### src/verilog/iop_exc_pkg.sv
package iop_exc_pkg;
  // ************************************************************
  // Widths
  // ************************************************************
  localparam int ADDR_W = 16;
  localparam int DATA_W = 32;
  localparam int OP_W = 7;
  localparam int CH_W = 6;
  localparam int NUM_CH = 32;
  localparam int SP_W = 4;
  localparam int FN_W = 4;
  localparam int PADDR_W = 8;

  // ************************************************************
  // Opcodes
  // ************************************************************
  localparam logic [OP_W-1:0] OP_DISABLE = 7'h02;
  localparam logic [OP_W-1:0] OP_ENABLE = 7'h03;
  localparam logic [OP_W-1:0] OP_IO_LO = 7'h20;
  localparam logic [OP_W-1:0] OP_IO_HI = 7'h23;
  localparam logic [OP_W-1:0] OP_BR_LO = 7'h38;
  localparam logic [OP_W-1:0] OP_BR_HI = 7'h5F;
  localparam logic [OP_W-1:0] OP_RJ_LO = 7'h5C;
  localparam logic [OP_W-1:0] OP_RJ_HI = 7'h5F;
  localparam logic [OP_W-1:0] OP_CHD_LO = 7'h60;
  localparam logic [OP_W-1:0] OP_CHD_HI = 7'h6F;
  localparam logic [OP_W-1:0] OP_CHB_LO = 7'h70;
  localparam logic [OP_W-1:0] OP_CHB_HI = 7'h7F;

  // ************************************************************
  // Channel functions and exit stack
  // ************************************************************
  localparam logic [FN_W-1:0] FN_CLR_EN = 4'h6;
  localparam logic [FN_W-1:0] FN_SET_EN = 4'h7;
  localparam logic [FN_W-1:0] FN_SP_LOAD = 4'hC;
  localparam logic [FN_W-1:0] FN_SP_WRITE = 4'hD;
  localparam logic [CH_W-1:0] EXS_CHANNEL = 6'h02;
  localparam logic [SP_W-1:0] SP_RESET = 4'h0;
  localparam logic [SP_W-1:0] SP_BOUNDARY = 4'hE;
  localparam logic [ADDR_W-1:0] RJ_RET_OFS = 16'h0002;
  localparam logic [ADDR_W-1:0] INT_RET_OFS = 16'h0001;
  localparam logic [ADDR_W-1:0] INT_SKIP_OFS = 16'h0002;
  localparam int CHEN_DELAY_CP = 3;

  // ************************************************************
  // Interrupt vectors
  // ************************************************************
  localparam logic [1:0] VEC_NONE = 2'h0;
  localparam logic [1:0] VEC_PFR = 2'h1;
  localparam logic [1:0] VEC_BOUND = 2'h2;
  localparam logic [1:0] VEC_CHAN = 2'h3;

  // ************************************************************
  // APB register map and fields
  // ************************************************************
  localparam logic [PADDR_W-1:0] REG_STATUS = 8'h00;
  localparam logic [PADDR_W-1:0] REG_CHEN = 8'h04;
  localparam logic [PADDR_W-1:0] REG_PEND = 8'h08;
  localparam logic [PADDR_W-1:0] REG_STACK = 8'h0C;
  localparam int ST_IE = 0;
  localparam int ST_EN_PEND = 1;
  localparam int ST_SYS_INT = 2;
  localparam int ST_SP_LSB = 4;
  localparam int PEND_PFR = 0;
  localparam int PEND_BOUND = 1;
  localparam logic [NUM_CH-1:0] CHEN_RESET = 32'h0000_0000;

  function automatic logic in_range(input logic [OP_W-1:0] op, input logic [OP_W-1:0] lo,
                                    input logic [OP_W-1:0] hi);
    in_range = (op >= lo) && (op <= hi);
  endfunction

  function automatic logic holds_enable(input logic [OP_W-1:0] op);
    holds_enable = in_range(op, OP_IO_LO, OP_IO_HI) || in_range(op, OP_BR_LO, OP_BR_HI);
  endfunction
endpackage

### src/verilog/exit_stack_mem.sv
`timescale 1ns/1ps
module exit_stack_mem #(
  parameter int AW = 4,
  parameter int DW = 16
) (
  input wire logic clk,
  input wire logic rst_n,
  input wire logic we,
  input wire logic [AW-1:0] waddr,
  input wire logic [DW-1:0] wdata,
  input wire logic [AW-1:0] raddr,
  output logic [DW-1:0] rdata
);
  logic [DW-1:0] mem [0:(1<<AW)-1];

  always_ff @(posedge clk) begin
    if (we) begin
      mem[waddr] <= wdata;
    end
  end

  always_ff @(posedge clk or negedge rst_n) begin
    if (!rst_n) begin
      rdata <= '0;
    end else begin
      rdata <= mem[raddr];
    end
  end
endmodule

### src/verilog/iop_interrupt_exit_stack_ctrl.sv
// Decided for this implementation: register access over APB and the placing of the registers.
`timescale 1ns/1ps
// Function
// - Opcodes 134-137 return jump to operand d plus k on carry/accumulator test.
// - Opcodes 140-157 send functions 0-17 to channel named by d field.
// - Opcodes 160-177 send functions 0-17 to channel held in operand B.
// - Accepted interrupt pushes the exit stack; pointer 13 becomes 14.
// - Return jump at pointer 13 then fetch interrupt fill locations 14 and 15.
// - Boundary and fetch interrupts both pend; fetch request has priority.
// - Stack overflow wraps pointer to 0, overwriting location 0.
// - Enable opcode 003 takes effect at next nonbranch non-I/O instruction.
// - Opcodes 40-43 and 70-137 never complete a pending enable.
// - Interrupt after redundant enable enters disabled; first plain instruction re-enables.
// - Interrupt during disable opcode 002 may skip the following instruction.
// - Channel command 6/7 changes system interrupt contribution three clocks later.
module iop_interrupt_exit_stack_ctrl
  import iop_exc_pkg::*;
(
  input wire logic pclk,
  input wire logic presetn,
  input wire logic psel,
  input wire logic penable,
  input wire logic pwrite,
  input wire logic [PADDR_W-1:0] paddr,
  input wire logic [DATA_W-1:0] pwdata,
  output logic [DATA_W-1:0] prdata,
  output logic pready,
  output logic pslverr,
  input wire logic issue_valid,
  input wire logic [OP_W-1:0] issue_op,
  input wire logic [8:0] issue_d,
  input wire logic [ADDR_W-1:0] issue_k,
  input wire logic [ADDR_W-1:0] issue_p,
  input wire logic carry_nz,
  input wire logic [ADDR_W-1:0] acc_value,
  input wire logic [ADDR_W-1:0] opd_value,
  input wire logic [ADDR_W-1:0] opb_value,
  input wire logic [NUM_CH-1:0] chan_irq,
  input wire logic program_fetch_request_interrupt,
  output logic jump_valid,
  output logic [ADDR_W-1:0] jump_target,
  output logic chan_fn_valid,
  output logic [CH_W-1:0] chan_num,
  output logic [FN_W-1:0] chan_fn,
  output logic int_take,
  output logic [1:0] int_vector,
  output logic [ADDR_W-1:0] int_ret_addr,
  output logic sys_int
);
  // ************************************************************
  // State
  // ************************************************************
  logic sys_ie_r;
  logic en_pend_r;
  logic pfr_pend_r;
  logic bound_pend_r;
  logic [SP_W-1:0] sp_r;
  logic [NUM_CH-1:0] chen_r;
  logic [CHEN_DELAY_CP-2:0] dly_v_r;
  logic [CHEN_DELAY_CP-2:0] dly_set_r;
  logic [CH_W-1:0] dly_ch_r [0:CHEN_DELAY_CP-2];
  logic [ADDR_W-1:0] stack_top;

  // ************************************************************
  // Instruction decode
  // ************************************************************
  logic is_rj, rj_cond, rj_taken;
  logic is_chd, is_chb, is_ch;
  logic [CH_W-1:0] ch_sel;
  logic [FN_W-1:0] fn_sel;
  logic op_dis, op_en, op_plain;
  logic any_int, int_take_c;
  logic [1:0] vec_c;
  logic exs_fn, sp_load, sp_write, push;
  logic [SP_W-1:0] sp_nxt;
  logic chen_cmd;

  assign is_rj = issue_valid && in_range(issue_op, OP_RJ_LO, OP_RJ_HI);
  always_comb begin
    unique case (issue_op[1:0])
      2'h0: rj_cond = !carry_nz;
      2'h1: rj_cond = carry_nz;
      2'h2: rj_cond = (acc_value == '0);
      2'h3: rj_cond = (acc_value != '0);
    endcase
  end
  assign rj_taken = is_rj && rj_cond;
  assign is_chd = issue_valid && in_range(issue_op, OP_CHD_LO, OP_CHD_HI);
  assign is_chb = issue_valid && in_range(issue_op, OP_CHB_LO, OP_CHB_HI);
  assign is_ch = is_chd || is_chb;
  assign ch_sel = is_chb ? opb_value[CH_W-1:0] : issue_d[CH_W-1:0];
  assign fn_sel = issue_op[FN_W-1:0];
  assign op_dis = issue_valid && (issue_op == OP_DISABLE);
  assign op_en = issue_valid && (issue_op == OP_ENABLE);
  assign op_plain = issue_valid && !holds_enable(issue_op) && !op_en && !op_dis;

  // ************************************************************
  // Interrupt arbitration
  // ************************************************************
  assign sys_int = |(chan_irq & chen_r);
  assign any_int = pfr_pend_r || bound_pend_r || sys_int;
  assign int_take_c = issue_valid && sys_ie_r && any_int && !rj_taken;
  always_comb begin
    if (pfr_pend_r) begin
      vec_c = VEC_PFR;
    end else if (bound_pend_r) begin
      vec_c = VEC_BOUND;
    end else if (sys_int) begin
      vec_c = VEC_CHAN;
    end else begin
      vec_c = VEC_NONE;
    end
  end

  // ************************************************************
  // Exit stack
  // ************************************************************
  assign exs_fn = is_ch && (ch_sel == EXS_CHANNEL);
  assign sp_load = exs_fn && (fn_sel == FN_SP_LOAD);
  assign sp_write = exs_fn && (fn_sel == FN_SP_WRITE);
  assign push = rj_taken || int_take_c;
  assign sp_nxt = sp_r + 4'h1;

  logic mem_we;
  logic [SP_W-1:0] mem_waddr;
  logic [ADDR_W-1:0] mem_wdata;
  logic [ADDR_W-1:0] int_ret_c;
  assign int_ret_c = issue_p + (op_dis ? INT_SKIP_OFS : INT_RET_OFS);
  always_comb begin
    mem_we = 1'b0;
    mem_waddr = sp_r;
    mem_wdata = acc_value;
    if (rj_taken) begin
      mem_we = 1'b1;
      mem_waddr = sp_nxt;
      mem_wdata = issue_p + RJ_RET_OFS;
    end else if (int_take_c) begin
      mem_we = 1'b1;
      mem_waddr = sp_nxt;
      mem_wdata = int_ret_c;
    end else if (sp_write) begin
      mem_we = 1'b1;
    end
  end

  exit_stack_mem #(
    .AW(SP_W),
    .DW(ADDR_W)
  ) u_stack (
    .clk(pclk),
    .rst_n(presetn),
    .we(mem_we),
    .waddr(mem_waddr),
    .wdata(mem_wdata),
    .raddr(sp_r),
    .rdata(stack_top)
  );

  always_ff @(posedge pclk or negedge presetn) begin
    if (!presetn) begin
      sp_r <= SP_RESET;
    end else if (push) begin
      sp_r <= sp_nxt;
    end else if (sp_load) begin
      sp_r <= acc_value[SP_W-1:0];
    end
  end

  // ************************************************************
  // APB slave
  // ************************************************************
  logic apb_wr, apb_rd, addr_ok;
  assign apb_wr = psel && penable && pwrite;
  assign apb_rd = psel && penable && !pwrite;
  assign addr_ok = (paddr == REG_STATUS) || (paddr == REG_CHEN) || (paddr == REG_PEND) || (paddr == REG_STACK);
  assign pready = 1'b1;
  assign pslverr = psel && penable && !addr_ok;

  always_ff @(posedge pclk or negedge presetn) begin
    if (!presetn) begin
      prdata <= '0;
    end else if (psel && !penable && !pwrite) begin
      unique case (paddr)
        REG_STATUS: prdata <= 32'(sys_ie_r) | (32'(en_pend_r) << ST_EN_PEND) | (32'(sys_int) << ST_SYS_INT)
                              | (32'(sp_r) << ST_SP_LSB);
        REG_CHEN: prdata <= 32'(chen_r);
        REG_PEND: prdata <= 32'(pfr_pend_r) | (32'(bound_pend_r) << PEND_BOUND);
        REG_STACK: prdata <= 32'(stack_top);
        default: prdata <= '0;
      endcase
    end
  end

  // ************************************************************
  // Pending interrupts, set wins over clear
  // ************************************************************
  logic clr_pfr, clr_bound;
  assign clr_pfr = apb_wr && (paddr == REG_PEND) && pwdata[PEND_PFR];
  assign clr_bound = apb_wr && (paddr == REG_PEND) && pwdata[PEND_BOUND];

  always_ff @(posedge pclk or negedge presetn) begin
    if (!presetn) begin
      pfr_pend_r <= 1'b0;
    end else if (program_fetch_request_interrupt) begin
      pfr_pend_r <= 1'b1;
    end else if (clr_pfr) begin
      pfr_pend_r <= 1'b0;
    end
  end

  always_ff @(posedge pclk or negedge presetn) begin
    if (!presetn) begin
      bound_pend_r <= 1'b0;
    end else if (push && (sp_nxt >= SP_BOUNDARY)) begin
      bound_pend_r <= 1'b1;
    end else if (clr_bound) begin
      bound_pend_r <= 1'b0;
    end
  end

  // ************************************************************
  // System interrupt enable
  // ************************************************************
  always_ff @(posedge pclk or negedge presetn) begin
    if (!presetn) begin
      sys_ie_r <= 1'b0;
      en_pend_r <= 1'b0;
    end else if (op_dis) begin
      sys_ie_r <= 1'b0;
      en_pend_r <= 1'b0;
    end else if (int_take_c) begin
      sys_ie_r <= 1'b0;
    end else if (op_en) begin
      en_pend_r <= 1'b1;
    end else if (op_plain && en_pend_r) begin
      sys_ie_r <= 1'b1;
      en_pend_r <= 1'b0;
    end
  end

  // ************************************************************
  // Channel enables with command delay
  // ************************************************************
  assign chen_cmd = is_ch && ((fn_sel == FN_CLR_EN) || (fn_sel == FN_SET_EN));

  always_ff @(posedge pclk or negedge presetn) begin
    if (!presetn) begin
      dly_v_r <= '0;
      dly_set_r <= '0;
      for (int i = 0; i < CHEN_DELAY_CP - 1; i++) begin
        dly_ch_r[i] <= '0;
      end
    end else begin
      dly_v_r[0] <= chen_cmd;
      dly_set_r[0] <= (fn_sel == FN_SET_EN);
      dly_ch_r[0] <= ch_sel;
      for (int i = 1; i < CHEN_DELAY_CP - 1; i++) begin
        dly_v_r[i] <= dly_v_r[i-1];
        dly_set_r[i] <= dly_set_r[i-1];
        dly_ch_r[i] <= dly_ch_r[i-1];
      end
    end
  end

  always_ff @(posedge pclk or negedge presetn) begin
    if (!presetn) begin
      chen_r <= CHEN_RESET;
    end else if (dly_v_r[CHEN_DELAY_CP-2]) begin
      chen_r[dly_ch_r[CHEN_DELAY_CP-2][4:0]] <= dly_set_r[CHEN_DELAY_CP-2];
    end else if (apb_wr && (paddr == REG_CHEN)) begin
      chen_r <= pwdata[NUM_CH-1:0];
    end
  end

  // ************************************************************
  // Registered outputs
  // ************************************************************
  always_ff @(posedge pclk or negedge presetn) begin
    if (!presetn) begin
      jump_valid <= 1'b0;
      jump_target <= '0;
    end else begin
      jump_valid <= rj_taken;
      if (rj_taken) begin
        jump_target <= opd_value + issue_k;
      end
    end
  end

  always_ff @(posedge pclk or negedge presetn) begin
    if (!presetn) begin
      chan_fn_valid <= 1'b0;
      chan_num <= '0;
      chan_fn <= '0;
    end else begin
      chan_fn_valid <= is_ch;
      if (is_ch) begin
        chan_num <= ch_sel;
        chan_fn <= fn_sel;
      end
    end
  end

  always_ff @(posedge pclk or negedge presetn) begin
    if (!presetn) begin
      int_take <= 1'b0;
      int_vector <= VEC_NONE;
      int_ret_addr <= '0;
    end else begin
      int_take <= int_take_c;
      if (int_take_c) begin
        int_vector <= vec_c;
        int_ret_addr <= int_ret_c;
      end
    end
  end
endmodule

### config.mk
export PLATFORM = sky130hd
export DESIGN_NAME = iop_interrupt_exit_stack_ctrl
export DESIGN_NICKNAME = d
export VERILOG_FILES = /design/src/verilog/iop_exc_pkg.sv /design/src/verilog/exit_stack_mem.sv /design/src/verilog/iop_interrupt_exit_stack_ctrl.sv
export SDC_FILE = /design/constraint.sdc
export NUM_CORES = 1
export LEC_CHECK = 0
export BUFFER_PORTS_ARGS = -buffer_cell sky130_fd_sc_hd__buf_2
export CAP_MARGIN = 20
export CORE_MARGIN = 10
export CORE_UTILIZATION = 43
export DETAILED_ROUTE_END_ITERATION = 6
export PLACE_DENSITY_LB_ADDON = 0.1
export SLEW_MARGIN = 20
export SYNTH_ARGS = -nofsm -noshare
export SYNTH_HDL_FRONTEND = slang
export SYNTH_SLANG_ARGS = --single-unit
export TNS_END_PERCENT = 100
### constraint.sdc
create_clock -name pclk -period 7.1 [get_ports pclk]
set_clock_uncertainty 0.2 [all_clocks]
set_input_delay 0.355 -clock pclk [delete_from_list [all_inputs] [get_ports pclk]]
set_output_delay 0.355 -clock pclk [all_outputs]
set_load 0.01 [all_outputs]
==> impl_metrics.yaml, run 1 <==
synthesis:
  synth_seq_area_share: 0.627
  synth_warnings: 0
  synth.area.top_cells: "edfxtp_1 42%, dfrtp_1 20%, nand2_1 4.3%"
  yosys-top-cells-count: "256 x edfxtp_1, 208 x nand2_1, 149 x dfrtp_1"
  yosys.area.top_type: "edfxtp_1"
  synth_most_common_cell: "edfxtp_1"
  ys.flop_type: "edfxtp_1"
  syn_avg_cell_area_sq_um: 12.7
  syn_inst: 1432
  synthesis.nets: 1630
  yosysUniqueCellTypes: 77
  synth_edf_count: 256
  syn-cell-area_sq_um: 18200
  synth_top_area_share: 0.422
  async_flop_share: 0.368
  ys_ff_latch: 405
global_routing:
  grt_start_max_net_pins: 96
  gr-total-overflow: 0
  grt_pass1_vias: 12600
  antenna_found_initial: 6
  grt_usage: 0.208
  grt_pass1_wl_microns: 80500
critical_path:
  critical_path_arrival_ns: 4.60
  r2r_slack_ns: 2.80
  crit_required_ns: 7.15
  setup.worst_path.start_class: "input port"
  cpPeakStageDelay_ns: 0.78
  r2r-start: "sp_r[1]"
  cp_common_cell: "buf_4"
  end_kind: "flip-flop"
  crit_type: "in2reg"
  worstRegToRegCells: 10
  crit_family: "buffers and inverters"
  critPathSlowestCell: "nor2_1"
  critPathBufInv: 5
  worst-path-max-fanout: 51
  path_cells: "dlygate4sd3_1, buf_2, nor4_1, nand4_1, mux2_2, nor2_4, buf_4, inv_2, nor3_2, a21oi_1, nor2_1, buf_4"
  reg2reg_to: "u_stack.mem[1][14]"
timing:
  finalSetupViolations: 0
  setup_ws_ns: 2.54
  hold_viol: 0
  setup_tns_ns: 0
  fin_hold_ws_ns: 0.000648
  min_period_ns: 4.56
  rsz0062_at_grt: "false"
  fmaxAchievable_mhz: 219
  worst_slew_pin_slew_ns: 1.07
  fin_crit_sh: 0.642
  finalMaxSlewViolations: 0
  slew_headroom: 0.288
routing:
  first_iter_violations: 1122
  drt-wirelength-per-cell_microns: 23.2
  first_pass_iters: 5
  dr_wl_met2_microns: 25700
  routed-via-count: 13100
  maxUsedRoutingLayer: "met4"
  drt-vias-per-instance: 5.63
  wirelength_microns: 54000
  drc: 0
  met3_wirelength_microns: 3450
  ant_nets: 0
  routedLengthMet1_microns: 23800
layout:
  fill_cells: 3633
  final-seq-area_sq_um: 11400
  multiInputGateArea_sq_um: 6320
  drive_gt1_frac: 0.246
  area_delta_synth_final_pct: 21.7
  fin_nets: 1950
  fin_area_sq_um: 22100
clock_tree:
  clock-sinks: 405
  tritoncts: "built"
  clockBufferDepth: 3
  post_cts.repair.setup_buffers: 0
  clkTransAtPathRegs_ns: 0.06
  h-tree-depth: 2
  cts_buffers: 44
  insertion_delay_ns: 0.59
  clockRootBuffer: "clkbuf_16"
  ctsResizeCount: 0
place:
  place_area_sq_um: 20000
  gp_congestion: 0.900
  place.port_buffers: 243
  hpwlAfterDp_microns: 36100
  post-place-ws_ns: 2.50
floorplan:
  core_sq_um: 41900
  fp-row-count: 75
  io_pins: 258
  die_height_microns: 226
  dieArea_sq_um: 51000
  die_w_microns: 226
  start_util: 0.435
worst_hold_path:
  hold_path_class: "in2reg"
  worstHoldStart: "penable"
  whs_endpoint: "prdata[18]"
  hold_depth: 4
power_and_ir_drop:
  power_mw: 6.93
  irDropWorstVdd_mv: 0.213
  p_per_area_nw_per_um2: 313
  p_leak_nw: 8.94
run:
  drv_cap: 0
status:
  outcome: "finished clean"
## placed cells by master, fill, tap and decap left out, types with 11 or more instances in the layout
cell type      Yosys  routed
buf_2             21     242
dfrtp_1          149     147
mux2i_1           61      61
nor4_1            12      11
xor2_1            17      17
xnor2_1           18      18
a22oi_1           45      45
buf_4              3      39
edfxtp_1         256     256
a21oi_1           44      44
dlygate4sd3_1      0      75
nor3_1            17      17
inv_1             21      21
a221oi_1          42      42
ha_1              20      20
clkinv_2           0      11
nand2_1          208     208
a31oi_1           32      32
nand3_1           49      49
o21ai_0           80      80
mux4_2            34      34
clkbuf_16          0      44
mux2_2            24      24
nor2_1            96      95
## worst max path at each step
stage | start | to | slack (ns) | cells past startpoint
2_1_floorplan | issue_op[4] | u_stack.mem[0][14] | 3.60 | 9
3_3_place_gp | acc_value[0] | u_stack.mem[7][14] | 2.51 | 11
3_5_place_dp | acc_value[0] | u_stack.mem[1][1] | 2.50 | 11
4_1_cts | acc_value[0] | u_stack.mem[1][14] | 2.53 | 12
5_1_grt | acc_value[2] | u_stack.mem[1][14] | 2.34 | 12
6_report | acc_value[0] | u_stack.mem[1][14] | 2.54 | 12
## report_power, final
group          internal [mW]  switching (mW)  leakage (nW)
clock                   1.25           0.936         0.675
combinational          0.713            1.11          4.04
sequential              2.76           0.172          4.23
total                   4.72            2.22          8.94
## layout make-up
cell class              count  share of cell area
clock buffers              56              0.0531
repair buffers            357               0.102
inverters                  25             0.00424
diodes                      3            0.000339
flip-flops and latches    405               0.516
well taps                 539              0.0305
clock inverters            22             0.00842
multi-input cells         919               0.285
## timing repair
action | 4_1_cts | 5_1_grt
hold buffers | 74 | 1
endpoints found under the setup margin | 0 | 0
endpoints found under the hold margin | 165 | 4
## worst reg2reg max path: cells and delay by family (launching register included)
kind	cells	cell delay (ns)
compound gates	2	0.69
xor+xnor	1	0.27
buf+inv	4	1.43
flops	1	0.34
simple gates	3	1.05
## flip-flops by register name, indices dropped and copies added, names as in the netlist
| name | count |
|---|---|
| prdata | 32 |
| dly_v_r | 2 |
| jump_target | 16 |
| int_take | 1 |
| pfr_pend_r | 1 |
| chan_fn | 4 |
| sp_r | 4 |
| chan_fn_valid | 1 |
| chen_r | 32 |
| bound_pend_r | 1 |
| int_ret_addr | 16 |
| int_vector | 2 |
| dly_ch_r | 10 |
| u_stack.rdata | 16 |
| dly_set_r | 2 |
| sys_ie_r | 1 |
| u_stack.mem | 256 |
| jump_valid | 1 |
| en_pend_r | 1 |
| chan_num | 6 |
## layer usage
layer  up-vias  global-route usage
li1       6045                   -
met1      6548               0.283
met2       445               0.334
met3        62              0.0418
met4         0              0.0534
met5         -                   0
## cells by family after synthesis
| kind of cell | synth area share |
|---|---|
| other | 0.000206 |
| buffers and inverters | 0.0281 |
| adders and majority gates | 0.0160 |
| DFF | 0.627 |
| AOI/OAI and AO/OA | 0.112 |
| and+or+nand+nor | 0.109 |
| muxes | 0.0911 |
| xor gates and xnor gates | 0.0168 |
## through the flow
| stage | util | instances |
|---|---|---|
| 5_1_grt | 0.529 | 2324 |
| 6_report | 0.529 | 2326 |
| 2_1_floorplan | - | 1432 |
| 3_5_place_dp | 0.478 | 2170 |
| 3_3_place_gp | 0.478 | 2169 |
| 4_1_cts | 0.528 | 2322 |
No activity file was read; power rests on OpenSTA's default activity.
==> run 2, diff against run 1 <==
==> constraint.sdc (replaced) <==
create_clock -name pclk -period 4.57 [get_ports pclk]
set_clock_uncertainty 0.2 [all_clocks]
set_input_delay 0.2285 -clock pclk [delete_from_list [all_inputs] [get_ports pclk]]
set_output_delay 0.2285 -clock pclk [all_outputs]
set_load 0.01 [all_outputs]
==> impl_metrics.yaml, run 2 (synthesis gave the netlist of run 1 again) <==
clock_tree:
  tritoncts: "built"
  cts_buffers: 44
  clkTransAtPathRegs_ns: 0.06
  insertion_delay_ns: 0.58
  clock-sinks: 405
  post_cts.repair.setup_buffers: 0
  clockBufferDepth: 3
  h-tree-depth: 2
  ctsResizeCount: 0
  ctsHoldBuffers: 123
  clockRootBuffer: "clkbuf_16"
layout:
  largest_register: "u_stack.mem"
  fill_cells: 3482
  area_delta_synth_final_pct: 26.4
  final-seq-area_sq_um: 11400
  layout_common_cells: "256 x edfxtp_1, 242 x buf_2, 208 x nand2_1, 147 x dfrtp_1, 123 x dlygate4sd3_1"
  fin_nets: 2011
  final_common_cell: "edfxtp_1"
  multiInputGateArea_sq_um: 6310
  reg_top3: "u_stack.mem: 256 flops, chen_r: 32 flops, prdata: 32 flops"
  drive_gt1_frac: 0.246
  largest_reg_flops: 256
routing:
  drt-wirelength-per-cell_microns: 23.0
  dr_wl_met2_microns: 26500
  drc: 0
  routed-via-count: 13300
  met3_wirelength_microns: 3750
  maxUsedRoutingLayer: "met5"
  first_iter_violations: 1343
  drt-vias-per-instance: 5.58
  routedLengthMet1_microns: 22900
  wirelength_microns: 55000
  first_pass_iters: 6
  ant_nets: 0
critical_path:
  worstRegToRegCells: 8
  crit_type: "in2reg"
  r2r-start: "chen_r[0]"
  r2r_slack_ns: 0.91
  worst-path-max-fanout: 16
  end_kind: "flip-flop"
  reg2reg_to: "u_stack.mem[8][3]"
  crit_required_ns: 4.65
  setup.worst_path.start_class: "input port"
  critical_path_arrival_ns: 3.74
worst_hold_path:
  whs_endpoint: "int_ret_addr[1]"
  hold_path_class: "in2reg"
  hold_depth: 4
  worstHoldStart: "issue_p[1]"
global_routing:
  grt_pass1_wl_microns: 83900
  gr-total-overflow: 0
  grt_pass1_vias: 13700
  grt_start_max_net_pins: 89
  grt_usage: 0.216
  antenna_found_initial: 10
timing:
  setup_ws_ns: 0.911
  hold_viol: 0
  finalMaxSlewViolations: 0
  setup_tns_ns: 0
  worst_slew_pin_slew_ns: 1.04
  fmaxAchievable_mhz: 273
  finalSetupViolations: 0
  rsz0062_at_grt: "false"
  slew_headroom: 0.304
  fin_crit_sh: 0.801
  min_period_ns: 3.66
place:
  gp_congestion: 0.920
  post-place-ws_ns: 0.917
  place.port_buffers: 243
  hpwlAfterDp_microns: 36800
power_and_ir_drop:
  p_leak_nw: 9.34
  p_per_area_nw_per_um2: 496
  irDropWorstVdd_mv: 0.276
floorplan:
  io_pins: 258
  fp-row-count: 75
  dieArea_sq_um: 51000
  die_height_microns: 226
  start_util: 0.435
  die_w_microns: 226
  core_sq_um: 41900
run:
  drv_cap: 0
status:
  outcome: "finished clean"
## run 2: cell types whose count changed in the layout (fill, tap and decap cells not counted), moves of 2 or more
cell / change
diode_2: +5
buf_12: +2
buf_4: +11
clkbuf_16: +2
clkinv_2: -6
dlygate4sd3_1: +48
clkbuf_1: -3
bufinv_16: +9
## run 2: per-stage QoR
stage / hold slack [ns] / total power, mW / instances / cell area, sq um / util
after detailed placement: 0.137 / 7.44 / 2183 / 20100 / 0.481
after floorplan: -0.267 / 6.32 / 1432 / 18200 / -
after global routing: 0.0406 / 11.9 / 2390 / 23000 / 0.549
after global placement: 0.132 / 7.41 / 2183 / 20100 / 0.481
after CTS: 0.00551 / 11.5 / 2386 / 23000 / 0.549
final: 0.0299 / 11.4 / 2394 / 23000 / 0.550
## run 2: routing by layer
layer | vias up | track usage
met4 | 4 | 0.0935
met1 | 6577 | 0.277
met5 | - | 0
met3 | 117 | 0.0442
met2 | 471 | 0.349
li1 | 6180 | -
## run 2: power breakdown
group	leakage, nW	internal (mW)	switching, mW
sequential	4.23	4.28	0.251
clock	0.793	2.50	1.45
combinational	4.32	1.16	1.75
## run 2: critical path, cell delays in order
cell and delay [ns]:
dlygate4sd3_1 0.53, buf_2 0.21, nand2b_1 0.19, nor2_1 0.09
nand3_1 0.19, ha_1 0.21, inv_1 0.05, fa_1 0.43
nand4b_1 0.44, mux2_1 0.43, nor3_1 0.15, o32a_1 0.57
## run 2: area by class of cell
type / instances / area share
flip-flops and latches: 405 / 0.496
multi-input cells: 919 / 0.274
repair buffers: 418 / 0.125
clock buffers: 55 / 0.0528
well taps: 539 / 0.0293
clock inverters: 25 / 0.0176
inverters: 25 / 0.00408
diodes: 8 / 0.000870
## run 2: worst max path at each step
stage	startpoint	end
after floorplan	issue_op[4]	u_stack.mem[0][14]
after global placement	issue_op[3]	u_stack.mem[6][10]
after detailed placement	issue_op[4]	u_stack.mem[7][10]
after CTS	chen_r[0]	u_stack.mem[14][7]
after global routing	chen_r[15]	u_stack.mem[12][7]
final	issue_op[3]	u_stack.mem[6][10]
==> run 3, diff against run 2 <==
--- a/config.mk
+++ b/config.mk
@@ -5,6 +5,7 @@
 export SDC_FILE = /design/constraint.sdc
 export NUM_CORES = 1
 export LEC_CHECK = 0
+export ABC_AREA = 1
 export BUFFER_PORTS_ARGS = -buffer_cell sky130_fd_sc_hd__buf_2
 export CAP_MARGIN = 20
 export CORE_MARGIN = 10
==> constraint.sdc (replaced) <==
create_clock -name pclk -period 3.4 [get_ports pclk]
set_clock_uncertainty 0.2 [all_clocks]
set_input_delay 0.17 -clock pclk [delete_from_list [all_inputs] [get_ports pclk]]
set_output_delay 0.17 -clock pclk [all_outputs]
set_load 0.01 [all_outputs]
==> impl_metrics.yaml, run 3 <==
status:
  outcome: "finished clean"
critical_path:
  critPathSlowestCell: "dlygate4sd3_1"
  crit_required_ns: 3.70
  crit_type: "reg2reg"
  path_cells: "nand2_1, nand2_1, nor2_1, nand2_1, nor2_1, nand3_1, nand2_2, nand2_2, inv_2, nand3_1, dlygate4sd3_1, o211ai_1, dlygate4sd3_1"
  r2r-start: "chen_r[17]"
  crit_family: "buffers and inverters"
  worst-path-max-fanout: 8
  end_kind: "flip-flop"
  reg2reg_to: "sp_r[3]"
  r2r_slack_ns: 0.13
  setup.worst_path.start_class: "flip-flop"
  critical_path_arrival_ns: 3.57
  cp_common_cell: "nand2_1"
  worstRegToRegCells: 13
  cpPeakStageDelay_ns: 0.59
  critPathBufInv: 3
synthesis:
  yosys-top-cells-count: "503 x nand2_1, 256 x edfxtp_1, 193 x nor2_1"
  yosysUniqueCellTypes: 49
  synth_most_common_cell: "nand2_1"
  ys_ff_latch: 405
  syn_avg_cell_area_sq_um: 10.0
  synth.area.top_cells: "edfxtp_1 42%, dfrtp_1 21%, nand2_1 10%"
  ys.flop_type: "edfxtp_1"
  syn-cell-area_sq_um: 18200
  yosys.area.top_type: "edfxtp_1"
  syn_inst: 1814
  async_flop_share: 0.368
  synth_edf_count: 256
  synth_seq_area_share: 0.629
  synthesis.nets: 2012
  synth_top_area_share: 0.423
  synth_warnings: 0
power_and_ir_drop:
  p_leak_nw: 9.76
  p_per_area_nw_per_um2: 642
  power.switching_mw: 5.14
  seq_power_share: 0.409
  irDropWorstVdd_mv: 0.491
  power_frac_comb: 0.286
  power_mw: 14.9
  intPower_mw: 9.80
  swShare: 0.344
  p_clk_frac: 0.305
routing:
  ant_nets: 0
  first_pass_iters: 7
  wirelength_microns: 58200
  routed-via-count: 15000
  drt-wirelength-per-cell_microns: 20.6
  first_iter_violations: 1302
  drt-vias-per-instance: 5.32
  drc: 0
clock_tree:
  post_cts.repair.setup_buffers: 0
  clock-sinks: 405
  clkTransAtPathRegs_ns: 0.06
  cts_buffers: 44
  clockBufferDepth: 3
  h-tree-depth: 2
  insertion_delay_ns: 0.57
  clockRootBuffer: "clkbuf_16"
  tritoncts: "built"
layout:
  area_delta_synth_final_pct: 28.1
  reg_top3: "u_stack.mem: 256 flops, chen_r: 32 flops, prdata: 32 flops"
  layout_common_cells: "500 x nand2_1, 256 x edfxtp_1, 242 x buf_2, 188 x nor2_1, 148 x dfrtp_1"
  final_common_cell: "nand2_1"
  largest_register: "u_stack.mem"
  largest_reg_flops: 256
  drive_gt1_frac: 0.189
  fin_nets: 2440
  fill_cells: 3759
  fin_area_sq_um: 23300
global_routing:
  grt_usage: 0.227
  gr-total-overflow: 0
  grt_start_max_net_pins: 129
  grt_pass1_vias: 14700
  antenna_found_initial: 7
  grt_pass1_wl_microns: 88700
floorplan:
  start_util: 0.434
  die_height_microns: 225
  core_sq_um: 41900
  die_w_microns: 225
  fp-row-count: 75
  io_pins: 258
  dieArea_sq_um: 50800
worst_hold_path:
  whs_endpoint: "jump_target[10]"
  hold_path_class: "in2reg"
  hold_depth: 7
  worstHoldStart: "issue_k[9]"
timing:
  finalMaxSlewViolations: 0
  rsz0062_at_grt: "false"
  fmaxAchievable_mhz: 306
  setup_ws_ns: 0.132
  finalSetupViolations: 0
  fin_hold_ws_ns: 0.0160
  hold_viol: 0
  min_period_ns: 3.27
  fin_crit_sh: 0.961
  worst_slew_pin_slew_ns: 1.13
  setup_tns_ns: 0
  slew_headroom: 0.244
place:
  gp_congestion: 0.872
  place.port_buffers: 243
  post-place-ws_ns: -0.0439
  place_area_sq_um: 20400
  hpwlAfterDp_microns: 36900
run:
  drv_cap: 0
[run 3: worst register-to-register path: stages (launching register included)]
cell and delay [ns]:
dfrtp_1 0.42, nand2_1 0.08, nand2_1 0.05, nor2_1 0.08, nand2_1 0.11, nor2_1 0.20, nand3_1 0.21, nand2_2 0.18
nand2_2 0.17, inv_2 0.18, nand3_1 0.09, dlygate4sd3_1 0.56, o211ai_1 0.10, dlygate4sd3_1 0.59
[run 3: per-stage QoR]
stage                     std cells  utilization
after global routing           2820        0.556
after CTS                      2813        0.553
final                          2820        0.556
after floorplan                1814            -
after detailed placement       2588        0.486
after global placement         2588        0.486
[run 3: cell families (layout without fill, tap and decap cells)]
| group | after synthesis | after routing | synth area share |
|---|---|---|---|
| AO/OA/AOI/OAI | 321 | 321 | 0.107 |
| adder cells (fa/ha/maj) | 22 | 22 | 0.0160 |
| XOR/XNOR | 32 | 32 | 0.0154 |
| flip-flops | 405 | 405 | 0.629 |
| buffers and inverters | 175 | 639 | 0.0377 |
| AND/OR/NAND/NOR | 858 | 858 | 0.195 |
| other | 1 | 4 | 0.000207 |
[run 3: routing by layer]
layer | global-route usage | vias to the layer above | wire, microns
met1 | 0.302 | 7284 | 25100
li1 | - | 7118 | -
met3 | 0.0318 | 86 | 3650
met2 | 0.378 | 512 | 28100
met5 | 0 | - | 13
met4 | 0.0669 | 2 | 1290
[run 3: cell type report]
cell class | instances | area [sq um] | area share
flip-flops and latches | 405 | 11400 | 0.491
multi-input cells | 1234 | 6130 | 0.263
repair buffers | 459 | 3300 | 0.142
clock buffers | 66 | 1270 | 0.0548
well taps | 539 | 674 | 0.0290
inverters | 98 | 369 | 0.0159
clock inverters | 16 | 87.6 | 0.00377
diodes | 3 | 7.51 | 0.000323
[run 3: worst max-delay path by stage]
stage	startpoint	to	cells after the start
3_3_place_gp	issue_op[2]	u_stack.mem[2][12]	17
6_report	chen_r[17]	sp_r[3]	13
3_5_place_dp	issue_op[2]	u_stack.mem[2][12]	17
5_1_grt	issue_op[6]	u_stack.mem[10][12]	21
2_1_floorplan	issue_op[2]	u_stack.mem[0][12]	14
4_1_cts	issue_op[2]	u_stack.mem[13][12]	18
[run 3: power by group through the flow]
stage / combinational (mW) / clock, mW / sequential, mW
final: 4.28 / 4.56 / 6.11
after global routing: 4.71 / 4.84 / 6.15
after CTS: 4.24 / 4.66 / 6.11
after detailed placement: 4.06 / 0 / 6.20
after global placement: 4.02 / 0 / 6.20
after floorplan: 2.23 / 0 / 6.21
[run 3: repair_timing]
action / 4_1_cts / 5_1_grt
hold endpoints to repair: 344 / 3
endpoints found under the setup margin: 0 / 135
gates resized for setup: 0 / 24
hold buffers: 143 / 1
